===== config.mk =====
export PLATFORM = sky130hd
export DESIGN_NAME = tu_token_unit
export DESIGN_NICKNAME = d
export VERILOG_FILES = /design/src/verilog/tu_pkg.sv /design/src/verilog/tu_stream_if.sv /design/src/verilog/tu_buf.sv /design/src/verilog/tu_token_unit.sv
export SDC_FILE = /design/constraint.sdc
export NUM_CORES = 1
export LEC_CHECK = 0
export BUFFER_PORTS_ARGS = -buffer_cell sky130_fd_sc_hd__buf_2
export CAP_MARGIN = 15
export CORE_UTILIZATION = 45
export CTS_BUF_LIST = sky130_fd_sc_hd__clkbuf_16
export DETAILED_ROUTE_END_ITERATION = 12
export GPL_TIMING_DRIVEN = 0
export PLACE_DENSITY_LB_ADDON = 0.12
export SYNTH_ARGS = -nofsm -noshare
export SYNTH_HDL_FRONTEND = slang
export SYNTH_SLANG_ARGS = --single-unit

===== constraint.sdc =====
create_clock -name ref_clk_i -period 6.2 [get_ports ref_clk_i]
set_clock_uncertainty 0.2 [all_clocks]
set_input_delay 1.55 -clock ref_clk_i [delete_from_list [all_inputs] [get_ports ref_clk_i]]
set_output_delay 1.55 -clock ref_clk_i [all_outputs]
set_load 0.02 [all_outputs]

===== src/verilog/tu_pkg.sv =====
// Constants, codes and token layout of the token unit for increment, shifts and compares.
// Assumes one 25 MHz clock and a synchronous active-high reset in every user.
package tu_pkg;
	localparam int DATA_W   = 16;
	localparam int TOKEN_W  = 18;
	localparam int BUF_DEPTH = 2;
	localparam int ADDR_W   = 8;

	// Operation codes
	typedef enum logic [4:0] {
		plus_one_op             = 5'h0A,
		minus_one_op            = 5'h0B,
		shift_left_op           = 5'h04,
		reversed_left_shift_op  = 5'h05,
		shift_right_op          = 5'h06,
		reversed_right_shift_op = 5'h07,
		compare_normalize_op    = 5'h08,
		plain_compare_op        = 5'h09,
		compare_swap_op         = 5'h11
	} tu_op_e;

	// Condition codes, one bit each for above, below and same
	localparam logic [2:0] NO_CONDITION    = 3'h0;
	localparam logic [2:0] same_value_test = 3'h1;
	localparam logic [2:0] below_test      = 3'h2;
	localparam logic [2:0] at_most_test    = 3'h3;
	localparam logic [2:0] above_test      = 3'h4;
	localparam logic [2:0] at_least_test   = 3'h5;
	localparam logic [2:0] differ_test     = 3'h6;
	localparam int FLAG_ABOVE = 2;
	localparam int FLAG_BELOW = 1;
	localparam int FLAG_SAME  = 0;

	localparam logic [16:0] INC_LIMIT = 17'h0FFFF;
	localparam logic [16:0] DEC_LIMIT = 17'h10000;
	localparam logic [15:0] ONE_DATA  = 16'h0001;
	localparam logic [15:0] ZERO_DATA = 16'h0000;

	// Register map
	localparam logic [7:0]  CTRL_OFFS   = 8'h00;
	localparam logic [7:0]  COUNT_OFFS  = 8'h04;
	localparam logic [7:0]  FLAGS_OFFS  = 8'h08;
	localparam logic [31:0] CTRL_RESET  = 32'h00000001;
	localparam int          CTRL_EN_BIT = 0;
	localparam logic [1:0]  RESP_OKAY   = 2'h0;
	localparam logic [1:0]  RESP_SLVERR = 2'h2;

	typedef struct packed {
		logic        ctrl;
		logic        sign;
		logic [15:0] data;
	} tu_token_s;
endpackage : tu_pkg


===== src/verilog/tu_stream_if.sv =====
// Valid/ready stream carrying one result token pair between unit and buffer.
// Assumes source and sink share one clock.
`timescale 1ns/1ps
`default_nettype none
interface tu_stream_if #(parameter int W = 36);
	logic         valid;
	logic         ready;
	logic [W-1:0] data;
	modport src (output valid, output data, input ready);
	modport snk (input valid, input data, output ready);
endinterface : tu_stream_if
`default_nettype wire


===== src/verilog/tu_buf.sv =====
// Small FIFO that holds result pairs while the downstream stage stalls.
// Assumes synchronous reset; read data come straight from storage flops.
`timescale 1ns/1ps
`default_nettype none
module tu_buf #(
	parameter int W     = 36,
	parameter int DEPTH = tu_pkg::BUF_DEPTH
) (
	// Clock and reset
	input  wire logic ref_clk_i,
	input  wire logic rst_i,
	// Streams
	tu_stream_if.snk  fill_s,
	tu_stream_if.src  drain_s
);
	localparam int PW = (DEPTH > 1) ? $clog2(DEPTH) : 1;

	logic [W-1:0]  mem_reg [DEPTH];
	logic [PW-1:0] wr_ptr_reg;
	logic [PW-1:0] rd_ptr_reg;
	logic [PW:0]   level_reg;
	logic          push;
	logic          pop;

	assign fill_s.ready  = (level_reg != (PW+1)'(DEPTH));
	assign drain_s.valid = (level_reg != '0);
	assign drain_s.data  = mem_reg[rd_ptr_reg];
	assign push = fill_s.valid && fill_s.ready;
	assign pop  = drain_s.valid && drain_s.ready;

	always_ff @(posedge ref_clk_i) begin
		if (push) begin
			mem_reg[wr_ptr_reg] <= fill_s.data;
		end
	end

	always_ff @(posedge ref_clk_i) begin
		if (rst_i) begin
			wr_ptr_reg <= '0;
			rd_ptr_reg <= '0;
			level_reg  <= '0;
		end else begin
			if (push) begin
				wr_ptr_reg <= (wr_ptr_reg == PW'(DEPTH-1)) ? '0 : wr_ptr_reg + PW'(1);
			end
			if (pop) begin
				rd_ptr_reg <= (rd_ptr_reg == PW'(DEPTH-1)) ? '0 : rd_ptr_reg + PW'(1);
			end
			level_reg <= level_reg + (PW+1)'(push) - (PW+1)'(pop);
		end
	end
endmodule : tu_buf
`default_nettype wire


===== src/verilog/tu_token_unit.sv =====
// Token unit: increment/decrement, barrel and bit-reversed shifts, three compares.
// Assumes upstream holds token fields while tok_valid_i waits; one 25 MHz clock.
`timescale 1ns/1ps
`default_nettype none
module tu_token_unit #(
	parameter int BUF_DEPTH = tu_pkg::BUF_DEPTH
) (
	// Clock and reset
	input  wire logic        ref_clk_i,
	input  wire logic        rst_i,
	// AXI4-Lite register port
	input  wire logic [7:0]  s_axi_awaddr_i,
	input  wire logic        s_axi_awvalid_i,
	output logic             s_axi_awready_o,
	input  wire logic [31:0] s_axi_wdata_i,
	input  wire logic [3:0]  s_axi_wstrb_i,
	input  wire logic        s_axi_wvalid_i,
	output logic             s_axi_wready_o,
	output logic [1:0]       s_axi_bresp_o,
	output logic             s_axi_bvalid_o,
	input  wire logic        s_axi_bready_i,
	input  wire logic [7:0]  s_axi_araddr_i,
	input  wire logic        s_axi_arvalid_i,
	output logic             s_axi_arready_o,
	output logic [31:0]      s_axi_rdata_o,
	output logic [1:0]       s_axi_rresp_o,
	output logic             s_axi_rvalid_o,
	input  wire logic        s_axi_rready_i,
	// Incoming token pair and instruction
	input  wire logic        tok_valid_i,
	output logic             tok_ready_o,
	input  wire logic [4:0]  op_i,
	input  wire logic [2:0]  condition_select_i,
	input  wire logic        a_ctrl_i,
	input  wire logic        a_sign_i,
	input  wire logic [15:0] a_data_i,
	input  wire logic        b_ctrl_i,
	input  wire logic        b_sign_i,
	input  wire logic [15:0] b_data_i,
	// Outgoing result pair
	output logic             res_valid_o,
	input  wire logic        res_ready_i,
	output logic             x_ctrl_o,
	output logic             x_sign_o,
	output logic [15:0]      x_data_o,
	output logic             y_ctrl_o,
	output logic             y_sign_o,
	output logic [15:0]      y_data_o
);
	localparam int PAIR_W = 2 * tu_pkg::TOKEN_W;

	// True when any flag named in the condition field is set
	function automatic logic cond_match(input logic [2:0] cond, input logic [2:0] flags);
		cond_match = |(cond & flags);
	endfunction : cond_match

	function automatic logic [15:0] bit_rev(input logic [15:0] v);
		for (int i = 0; i < 16; i++) begin
			bit_rev[i] = v[15-i];
		end
	endfunction : bit_rev

	function automatic logic addr_mapped(input logic [7:0] a);
		addr_mapped = (a == tu_pkg::CTRL_OFFS) || (a == tu_pkg::COUNT_OFFS)
			|| (a == tu_pkg::FLAGS_OFFS);
	endfunction : addr_mapped

	tu_stream_if #(.W(PAIR_W)) fill_s ();
	tu_stream_if #(.W(PAIR_W)) drain_s ();

	logic [31:0]       ctrl_reg;
	logic [31:0]       tok_count_reg;
	logic [4:0]        flags_reg;
	logic              unit_en;
	logic              tok_fire;
	logic [16:0]       a_val;
	logic [16:0]       b_val;
	logic [17:0]       diff;
	logic [2:0]        cmp_flags;
	logic [16:0]       step_val;
	logic [2:0]        step_flags;
	logic              inc_ovf;
	logic              dec_unf;
	logic              cond_true;
	logic [15:0]       shift_src;
	logic [4:0]        shift_cnt;
	logic [31:0]       shift_wide;
	tu_pkg::tu_token_s x_tok;
	tu_pkg::tu_token_s y_tok;

	assign unit_en = ctrl_reg[tu_pkg::CTRL_EN_BIT];
	assign a_val   = {a_sign_i, a_data_i};
	assign b_val   = {b_sign_i, b_data_i};

	// Subtract B from A to derive the above/below/same flags
	assign diff = {a_val[16], a_val} - {b_val[16], b_val};
	assign cmp_flags[tu_pkg::FLAG_BELOW] = diff[17];
	assign cmp_flags[tu_pkg::FLAG_SAME]  = (diff == '0);
	assign cmp_flags[tu_pkg::FLAG_ABOVE] = !diff[17] && (diff != '0);

	// Step by one on the 17-bit A value
	assign step_val = (op_i == tu_pkg::plus_one_op) ? a_val + 17'h00001 : a_val - 17'h00001;
	assign inc_ovf  = (op_i == tu_pkg::plus_one_op) && (a_val == tu_pkg::INC_LIMIT);
	assign dec_unf  = (op_i == tu_pkg::minus_one_op) && (a_val == tu_pkg::DEC_LIMIT);
	assign step_flags[tu_pkg::FLAG_BELOW] = step_val[16];
	assign step_flags[tu_pkg::FLAG_SAME]  = (step_val == '0);
	assign step_flags[tu_pkg::FLAG_ABOVE] = !step_val[16] && (step_val != '0);

	// Condition codes decode onto the flag bits
	assign cond_true = cond_match(condition_select_i,
		(op_i == tu_pkg::plus_one_op || op_i == tu_pkg::minus_one_op) ? step_flags : cmp_flags);

	// Shift source, reversed for the reversing variants
	assign shift_src = (op_i == tu_pkg::reversed_left_shift_op
		|| op_i == tu_pkg::reversed_right_shift_op) ? bit_rev(a_data_i) : a_data_i;
	assign shift_cnt = b_data_i[4:0];

	always_comb begin
		if (b_sign_i) begin
			shift_wide = {16'h0000, shift_src} << shift_cnt[3:0];
		end else begin
			shift_wide = {shift_src, 16'h0000} >> shift_cnt[3:0];
		end
	end

	// Result pair
	always_comb begin
		x_tok = '{ctrl: a_ctrl_i, sign: a_sign_i, data: a_data_i};
		y_tok = '{ctrl: b_ctrl_i, sign: b_sign_i, data: b_data_i};
		unique case (op_i)
			tu_pkg::plus_one_op, tu_pkg::minus_one_op: begin
				x_tok.sign = step_val[16];
				x_tok.data = step_val[15:0];
				y_tok.sign = dec_unf;
				y_tok.data = (inc_ovf || dec_unf) ? tu_pkg::ONE_DATA : tu_pkg::ZERO_DATA;
				if (condition_select_i != tu_pkg::NO_CONDITION) begin
					x_tok.ctrl = cond_true;
					y_tok.ctrl = cond_true;
				end
			end
			tu_pkg::shift_left_op, tu_pkg::reversed_left_shift_op,
			tu_pkg::shift_right_op, tu_pkg::reversed_right_shift_op: begin
				x_tok.sign = 1'b0;
				y_tok.sign = 1'b0;
				if (shift_cnt[4]) begin
					x_tok.data = tu_pkg::ZERO_DATA;
					y_tok.data = shift_src;
				end else if (b_sign_i) begin
					x_tok.data = shift_wide[15:0];
					y_tok.data = shift_wide[31:16];
				end else begin
					x_tok.data = shift_wide[31:16];
					y_tok.data = shift_wide[15:0];
				end
			end
			tu_pkg::compare_normalize_op: begin
				x_tok = '{ctrl: cond_true, sign: 1'b0,
					data: cond_true ? tu_pkg::ONE_DATA : tu_pkg::ZERO_DATA};
				y_tok = '{ctrl: cond_true, sign: 1'b0, data: tu_pkg::ZERO_DATA};
			end
			tu_pkg::plain_compare_op: begin
				x_tok.ctrl = 1'b1;
				y_tok.ctrl = cond_true;
			end
			tu_pkg::compare_swap_op: begin
				if (!cond_true) begin
					x_tok = '{ctrl: b_ctrl_i, sign: b_sign_i, data: b_data_i};
					y_tok = '{ctrl: a_ctrl_i, sign: a_sign_i, data: a_data_i};
				end
			end
			default: begin
				// Codes outside this unit pass both tokens unchanged
				x_tok = '{ctrl: a_ctrl_i, sign: a_sign_i, data: a_data_i};
				y_tok = '{ctrl: b_ctrl_i, sign: b_sign_i, data: b_data_i};
			end
		endcase
	end

	// Token handshake through the result buffer
	assign fill_s.valid  = tok_valid_i && unit_en;
	assign fill_s.data   = {x_tok, y_tok};
	assign tok_ready_o   = fill_s.ready && unit_en;
	assign tok_fire      = fill_s.valid && fill_s.ready;
	assign drain_s.ready = res_ready_i;
	assign res_valid_o   = drain_s.valid;
	assign {x_ctrl_o, x_sign_o, x_data_o, y_ctrl_o, y_sign_o, y_data_o} = drain_s.data;

	tu_buf #(
		.W     (PAIR_W),
		.DEPTH (BUF_DEPTH)
	) u_buf (
		.ref_clk_i (ref_clk_i),
		.rst_i     (rst_i),
		.fill_s    (fill_s),
		.drain_s   (drain_s)
	);

	// Token count and last flags
	always_ff @(posedge ref_clk_i) begin
		if (rst_i) begin
			tok_count_reg <= '0;
			flags_reg     <= '0;
		end else if (tok_fire) begin
			tok_count_reg <= tok_count_reg + 32'h00000001;
			flags_reg     <= {inc_ovf, dec_unf, cmp_flags};
		end
	end

	// AXI4-Lite write channel
	logic        aw_held_reg;
	logic [7:0]  aw_addr_reg;
	logic        w_held_reg;
	logic [31:0] w_data_reg;
	logic        w_strb0_reg;
	logic        bvalid_reg;
	logic [1:0]  bresp_reg;

	assign s_axi_awready_o = !aw_held_reg && !bvalid_reg;
	assign s_axi_wready_o  = !w_held_reg && !bvalid_reg;
	assign s_axi_bvalid_o  = bvalid_reg;
	assign s_axi_bresp_o   = bresp_reg;

	always_ff @(posedge ref_clk_i) begin
		if (rst_i) begin
			aw_held_reg <= 1'b0;
			aw_addr_reg <= '0;
			w_held_reg  <= 1'b0;
			w_data_reg  <= '0;
			w_strb0_reg <= 1'b0;
			bvalid_reg  <= 1'b0;
			bresp_reg   <= tu_pkg::RESP_OKAY;
		end else begin
			if (s_axi_awvalid_i && s_axi_awready_o) begin
				aw_held_reg <= 1'b1;
				aw_addr_reg <= s_axi_awaddr_i;
			end
			if (s_axi_wvalid_i && s_axi_wready_o) begin
				w_held_reg  <= 1'b1;
				w_data_reg  <= s_axi_wdata_i;
				w_strb0_reg <= s_axi_wstrb_i[0];
			end
			if (aw_held_reg && w_held_reg && !bvalid_reg) begin
				aw_held_reg <= 1'b0;
				w_held_reg  <= 1'b0;
				bvalid_reg  <= 1'b1;
				bresp_reg   <= addr_mapped(aw_addr_reg) ? tu_pkg::RESP_OKAY
					: tu_pkg::RESP_SLVERR;
			end else if (bvalid_reg && s_axi_bready_i) begin
				bvalid_reg <= 1'b0;
			end
		end
	end

	always_ff @(posedge ref_clk_i) begin
		if (rst_i) begin
			ctrl_reg <= tu_pkg::CTRL_RESET;
		end else if (aw_held_reg && w_held_reg && !bvalid_reg && w_strb0_reg
			&& aw_addr_reg == tu_pkg::CTRL_OFFS) begin
			ctrl_reg <= {31'h00000000, w_data_reg[tu_pkg::CTRL_EN_BIT]};
		end
	end

	// AXI4-Lite read channel
	logic        rvalid_reg;
	logic [31:0] rdata_reg;
	logic [1:0]  rresp_reg;

	assign s_axi_arready_o = !rvalid_reg;
	assign s_axi_rvalid_o  = rvalid_reg;
	assign s_axi_rdata_o   = rdata_reg;
	assign s_axi_rresp_o   = rresp_reg;

	always_ff @(posedge ref_clk_i) begin
		if (rst_i) begin
			rvalid_reg <= 1'b0;
			rdata_reg  <= '0;
			rresp_reg  <= tu_pkg::RESP_OKAY;
		end else if (s_axi_arvalid_i && s_axi_arready_o) begin
			rvalid_reg <= 1'b1;
			rresp_reg  <= addr_mapped(s_axi_araddr_i) ? tu_pkg::RESP_OKAY
				: tu_pkg::RESP_SLVERR;
			unique case (s_axi_araddr_i)
				tu_pkg::CTRL_OFFS:  rdata_reg <= ctrl_reg;
				tu_pkg::COUNT_OFFS: rdata_reg <= tok_count_reg;
				tu_pkg::FLAGS_OFFS: rdata_reg <= {27'h0000000, flags_reg};
				default:            rdata_reg <= '0;
			endcase
		end else if (rvalid_reg && s_axi_rready_i) begin
			rvalid_reg <= 1'b0;
		end
	end
endmodule : tu_token_unit
`default_nettype wire


==> key figures <==
Worst setup path
  – Crit path cell chain: buf_2 -> nor3b_4 -> nand2_4 -> clkbuf_8 -> nor2_4 -> clkinvlp_4 -> buf_12 -> fa_2 -> a211oi_2 -> nor2_1 -> xor2_1 -> or4b_1 -> or4b_4 -> nor4_4 -> nand3_2 -> a31o_4 -> o31ai_4 -> buf_6 -> a221o_1
  – Max Fanout on Critical Path: 10
  – R2r setup slk: 3140 ps
  – Critical Path Max Stage Delay: ~570 ps
  – Crit path kind: in -> reg
  – Worst path arrival time: between 6000 and 7000 ps
  – Cell with the largest stage delay on the worst path: or4b_4
  – Worst setup SP type: input pin
  – CP Capture Type: flip-flop
  – Crit path required time: approximately 6300 ps

Power
  – Seq pwr share: about 36%
  – LEAKAGE: 5.29 nW
  – Comb pwr share: 33.9%
  – Psw: about 1.3 mW
  – Sw frac: 36.9%
  – Power Dens Cells: 255 nW/µm²
  – Clock network power share: between 30% and 40%
  – Internal power: 2.25 mW
  – Worst IR drop on VDD: 189 µV

Routing
  – Wire per inst: around 23 µm
  – Pre-Repair DR Iteration Count: 5
  – Routed Wire Length: roughly 42 mm
  – Vias: 11500
  – Final ANT Viol Nets: 0
  – DR vias/cell: 6.26
  – Residual DRC count: 0
  – Iteration-0 DRC Markers: 1226

Logic synthesis
  – Synth Area in Simple Gates: 19.3%
  – FFs w/ async S/R, synth: 0%
  – Synth Area in Compound Gates: a little over 20%
  – Avg Cell Area, Syn: 8.91 µm²
  – YS warnings: 0
  – Number of synthesized flops with an enable pin: 72
  – Mapped Area: 11700 µm²
  – Yosys reg bits: 163
  – Area share of xor/xnor cells in the synthesized design: between 3 and 4%
  – Adder-Cell Fraction of Synth Area: 4.02%
  – Yosys cell types: 94
  – Post-synth top flop: dfxtp_1
  – Sequential fraction of the synthesis area: 34.0%
  – Cells after Synth: 1313
  – Largest family of logic cells by synthesized area: compound AO/OA/AOI/OAI gates
  – Mux cell area share after synthesis: 13.5%

STA
  – Part of the cycle the worst path needs: 98.3%
  – Maximum clock rate: 164 MHz
  – Final setup margin: 104 ps
  – Final-report hold violation count: 0
  – Worst-margin pin slew: 1170 ps
  – Max_slew headroom: a little over a fifth
  – Minimum clock period: roughly 6000 ps
  – Hold Slack: 252 ps
  – Unrepaired setup endpoints after global routing: yes
  – Fin. max-slew vios: 0
  – Setup violators final: 0
  – TNS Setup: 0 ps

GRT
  – GR Util All Layers: 31.2%
  – Grt met2 use: between 40% and 50%
  – Global route hottest layer: met2
  – Grt ovf: 0
  – M1 GR Usage: 43.7%
  – Vias in the first global route: 10400
  – Pin count of the biggest net entering global routing: 37
  – Initial antenna violation count: 0
  – First-pass GRT wire length: 61.9 mm
  – M3 GR Usage: 7.95%

Layout
  – Fill count: about 2400
  – Final cell count without fillers: 1835
  – Layout cell share with drive strength beyond 1: 23.9%
  – Multi-input combinational cell area: 7520 µm²
  – Commonest cells after routing, fill and taps aside: nor2_1 (157), buf_2 (152), nand2_1 (96)
  – Largest register FFs: 72
  – Layout area overhead: 19.5%
  – Leading cell type in the layout, fill and taps excluded: nor2_1
  – Nets: 1633
  – Sequential standard cell area: approximately 4000 µm²
  – Post-Layout Inst Area: roughly 14000 µm²

Clocking
  – Clock Latency Late Sink: 430 ps
  – Num CTS Buffers: 17
  – Root buf cell: clkbuf_16
  – Clk slew on worst S/H paths: 70 ps
  – CTS tree: done
  – Max Buffers Root-to-Sink: 2
  – H-tree depth: 4
  – Sink Count: 163

Placement
  – Post-Place Cells: around 1800
  – Gp weighted congestion: 0.982
  – Port buffer count: roughly 140
  – Cell Area, Placed: 12900 µm²
  – Pre-CTS setup slack: -1290 ps
  – Final HPWL DP: between 30 and 40 mm

Floorplan
  – Initial Util: 46.2%
  – CORE AREA: 25300 µm²
  – Die area: 26700 µm²
  – Rows: 58
  – Die height: 163 µm
  – # IOs: between 150 and 200
  – Die Span X: around 160 µm

Status
  – Outcome: completed

Run
  – Max_cap viols: 0

Hold path
  – Worst Hold Class: reg -> reg
==> metal layers <==
metal	vias to the layer above	part of all wire (%)
li1	5325	-
met1	5505	45
met2	568	43
met3	86	9.5
met4	0	2.9
met5	-	0
==> synthesized netlist by cell type (all sizes together), types with 26 or more instances <==
cell type,instances,area (µm²)
nor2,160,603
nand2,98,370
dfxtp,91,1820
a21oi,87,443
clkbuf,72,270
edfxtp,72,2160
mux2i,58,581
o21ai,46,230
mux2,45,507
a211oi,42,325
nor3,42,210
a22oi,36,270
ha,36,450
inv,35,131
xor2,34,298
nor4,28,190
nand3,26,135
==> per-stage QoR <==
step | total power [mW] | utilization (%)
final | 3.57 | 55.2
after global routing | 3.73 | 55.2
after CTS | 3.55 | 54.2
after detailed placement | 2.45 | 50.8
after global placement | 2.44 | 50.7
after floorplan | 2.09 | -
==> timing repair <==
item / in CTS / in global routing
setup endpoints to repair: 72 / 72
hold buffers: 0 / 0
pin swaps: 6 / 13
setup buffers: 8 / 7
gates resized for setup: 34 / 38
==> kinds of logic after synthesis <==
group                      count (synthesis)
and+or+nand+nor                          461
AOI/OAI and AO/OA                        345
DFF                                      163
buffers and inverters                    131
muxes                                    125
xor gates and xnor gates                  50
adders and majority gates                 37
other                                      1
==> final cells by class <==
class                           count  share of cell area (%)
Inverter                           36                    1.03
Tap cell                          330                    2.95
Buffer                             92                    3.02
Timing Repair Buffer              161                    6.32
Multi-Input combinational cell   1020                    53.8
Clock inverter                     15                    1.32
Clock buffer                       17                    3.04
Sequential cell                   163                    28.5
Antenna cell                        1                  0.0179
==> final timing paths <==
path | start | end | cells past startpoint
min reg2reg | aw_addr_reg[6] | aw_addr_reg[6] | 2
min | aw_addr_reg[6] | aw_addr_reg[6] | 2
max | op_i[4] | u_buf.mem_reg[1][4] | 19
max reg2reg | u_buf.level_reg[0] | tok_count_reg[28] | 11
==> worst max-delay path, delay by kind of cell <==
| family | cells | cell delay, ps |
|---|---|---|
| simple gates | 8 | 2090 |
| fa+ha+maj | 1 | 410 |
| buf+inv | 5 | 820 |
| compound gates | 4 | 1100 |
| xor+xnor | 1 | 180 |
==> power groups by stage <==
stage	Combinational [mW]	Clock, mW	Sequential, mW
2_1_floorplan	0.780	0	1.31
3_3_place_gp	1.13	0	1.31
3_5_place_dp	1.14	0	1.31
4_1_cts	1.17	1.09	1.29
5_1_grt	1.29	1.14	1.30
6_report	1.21	1.07	1.29
No activity file was read; power rests on OpenSTA's default activity.
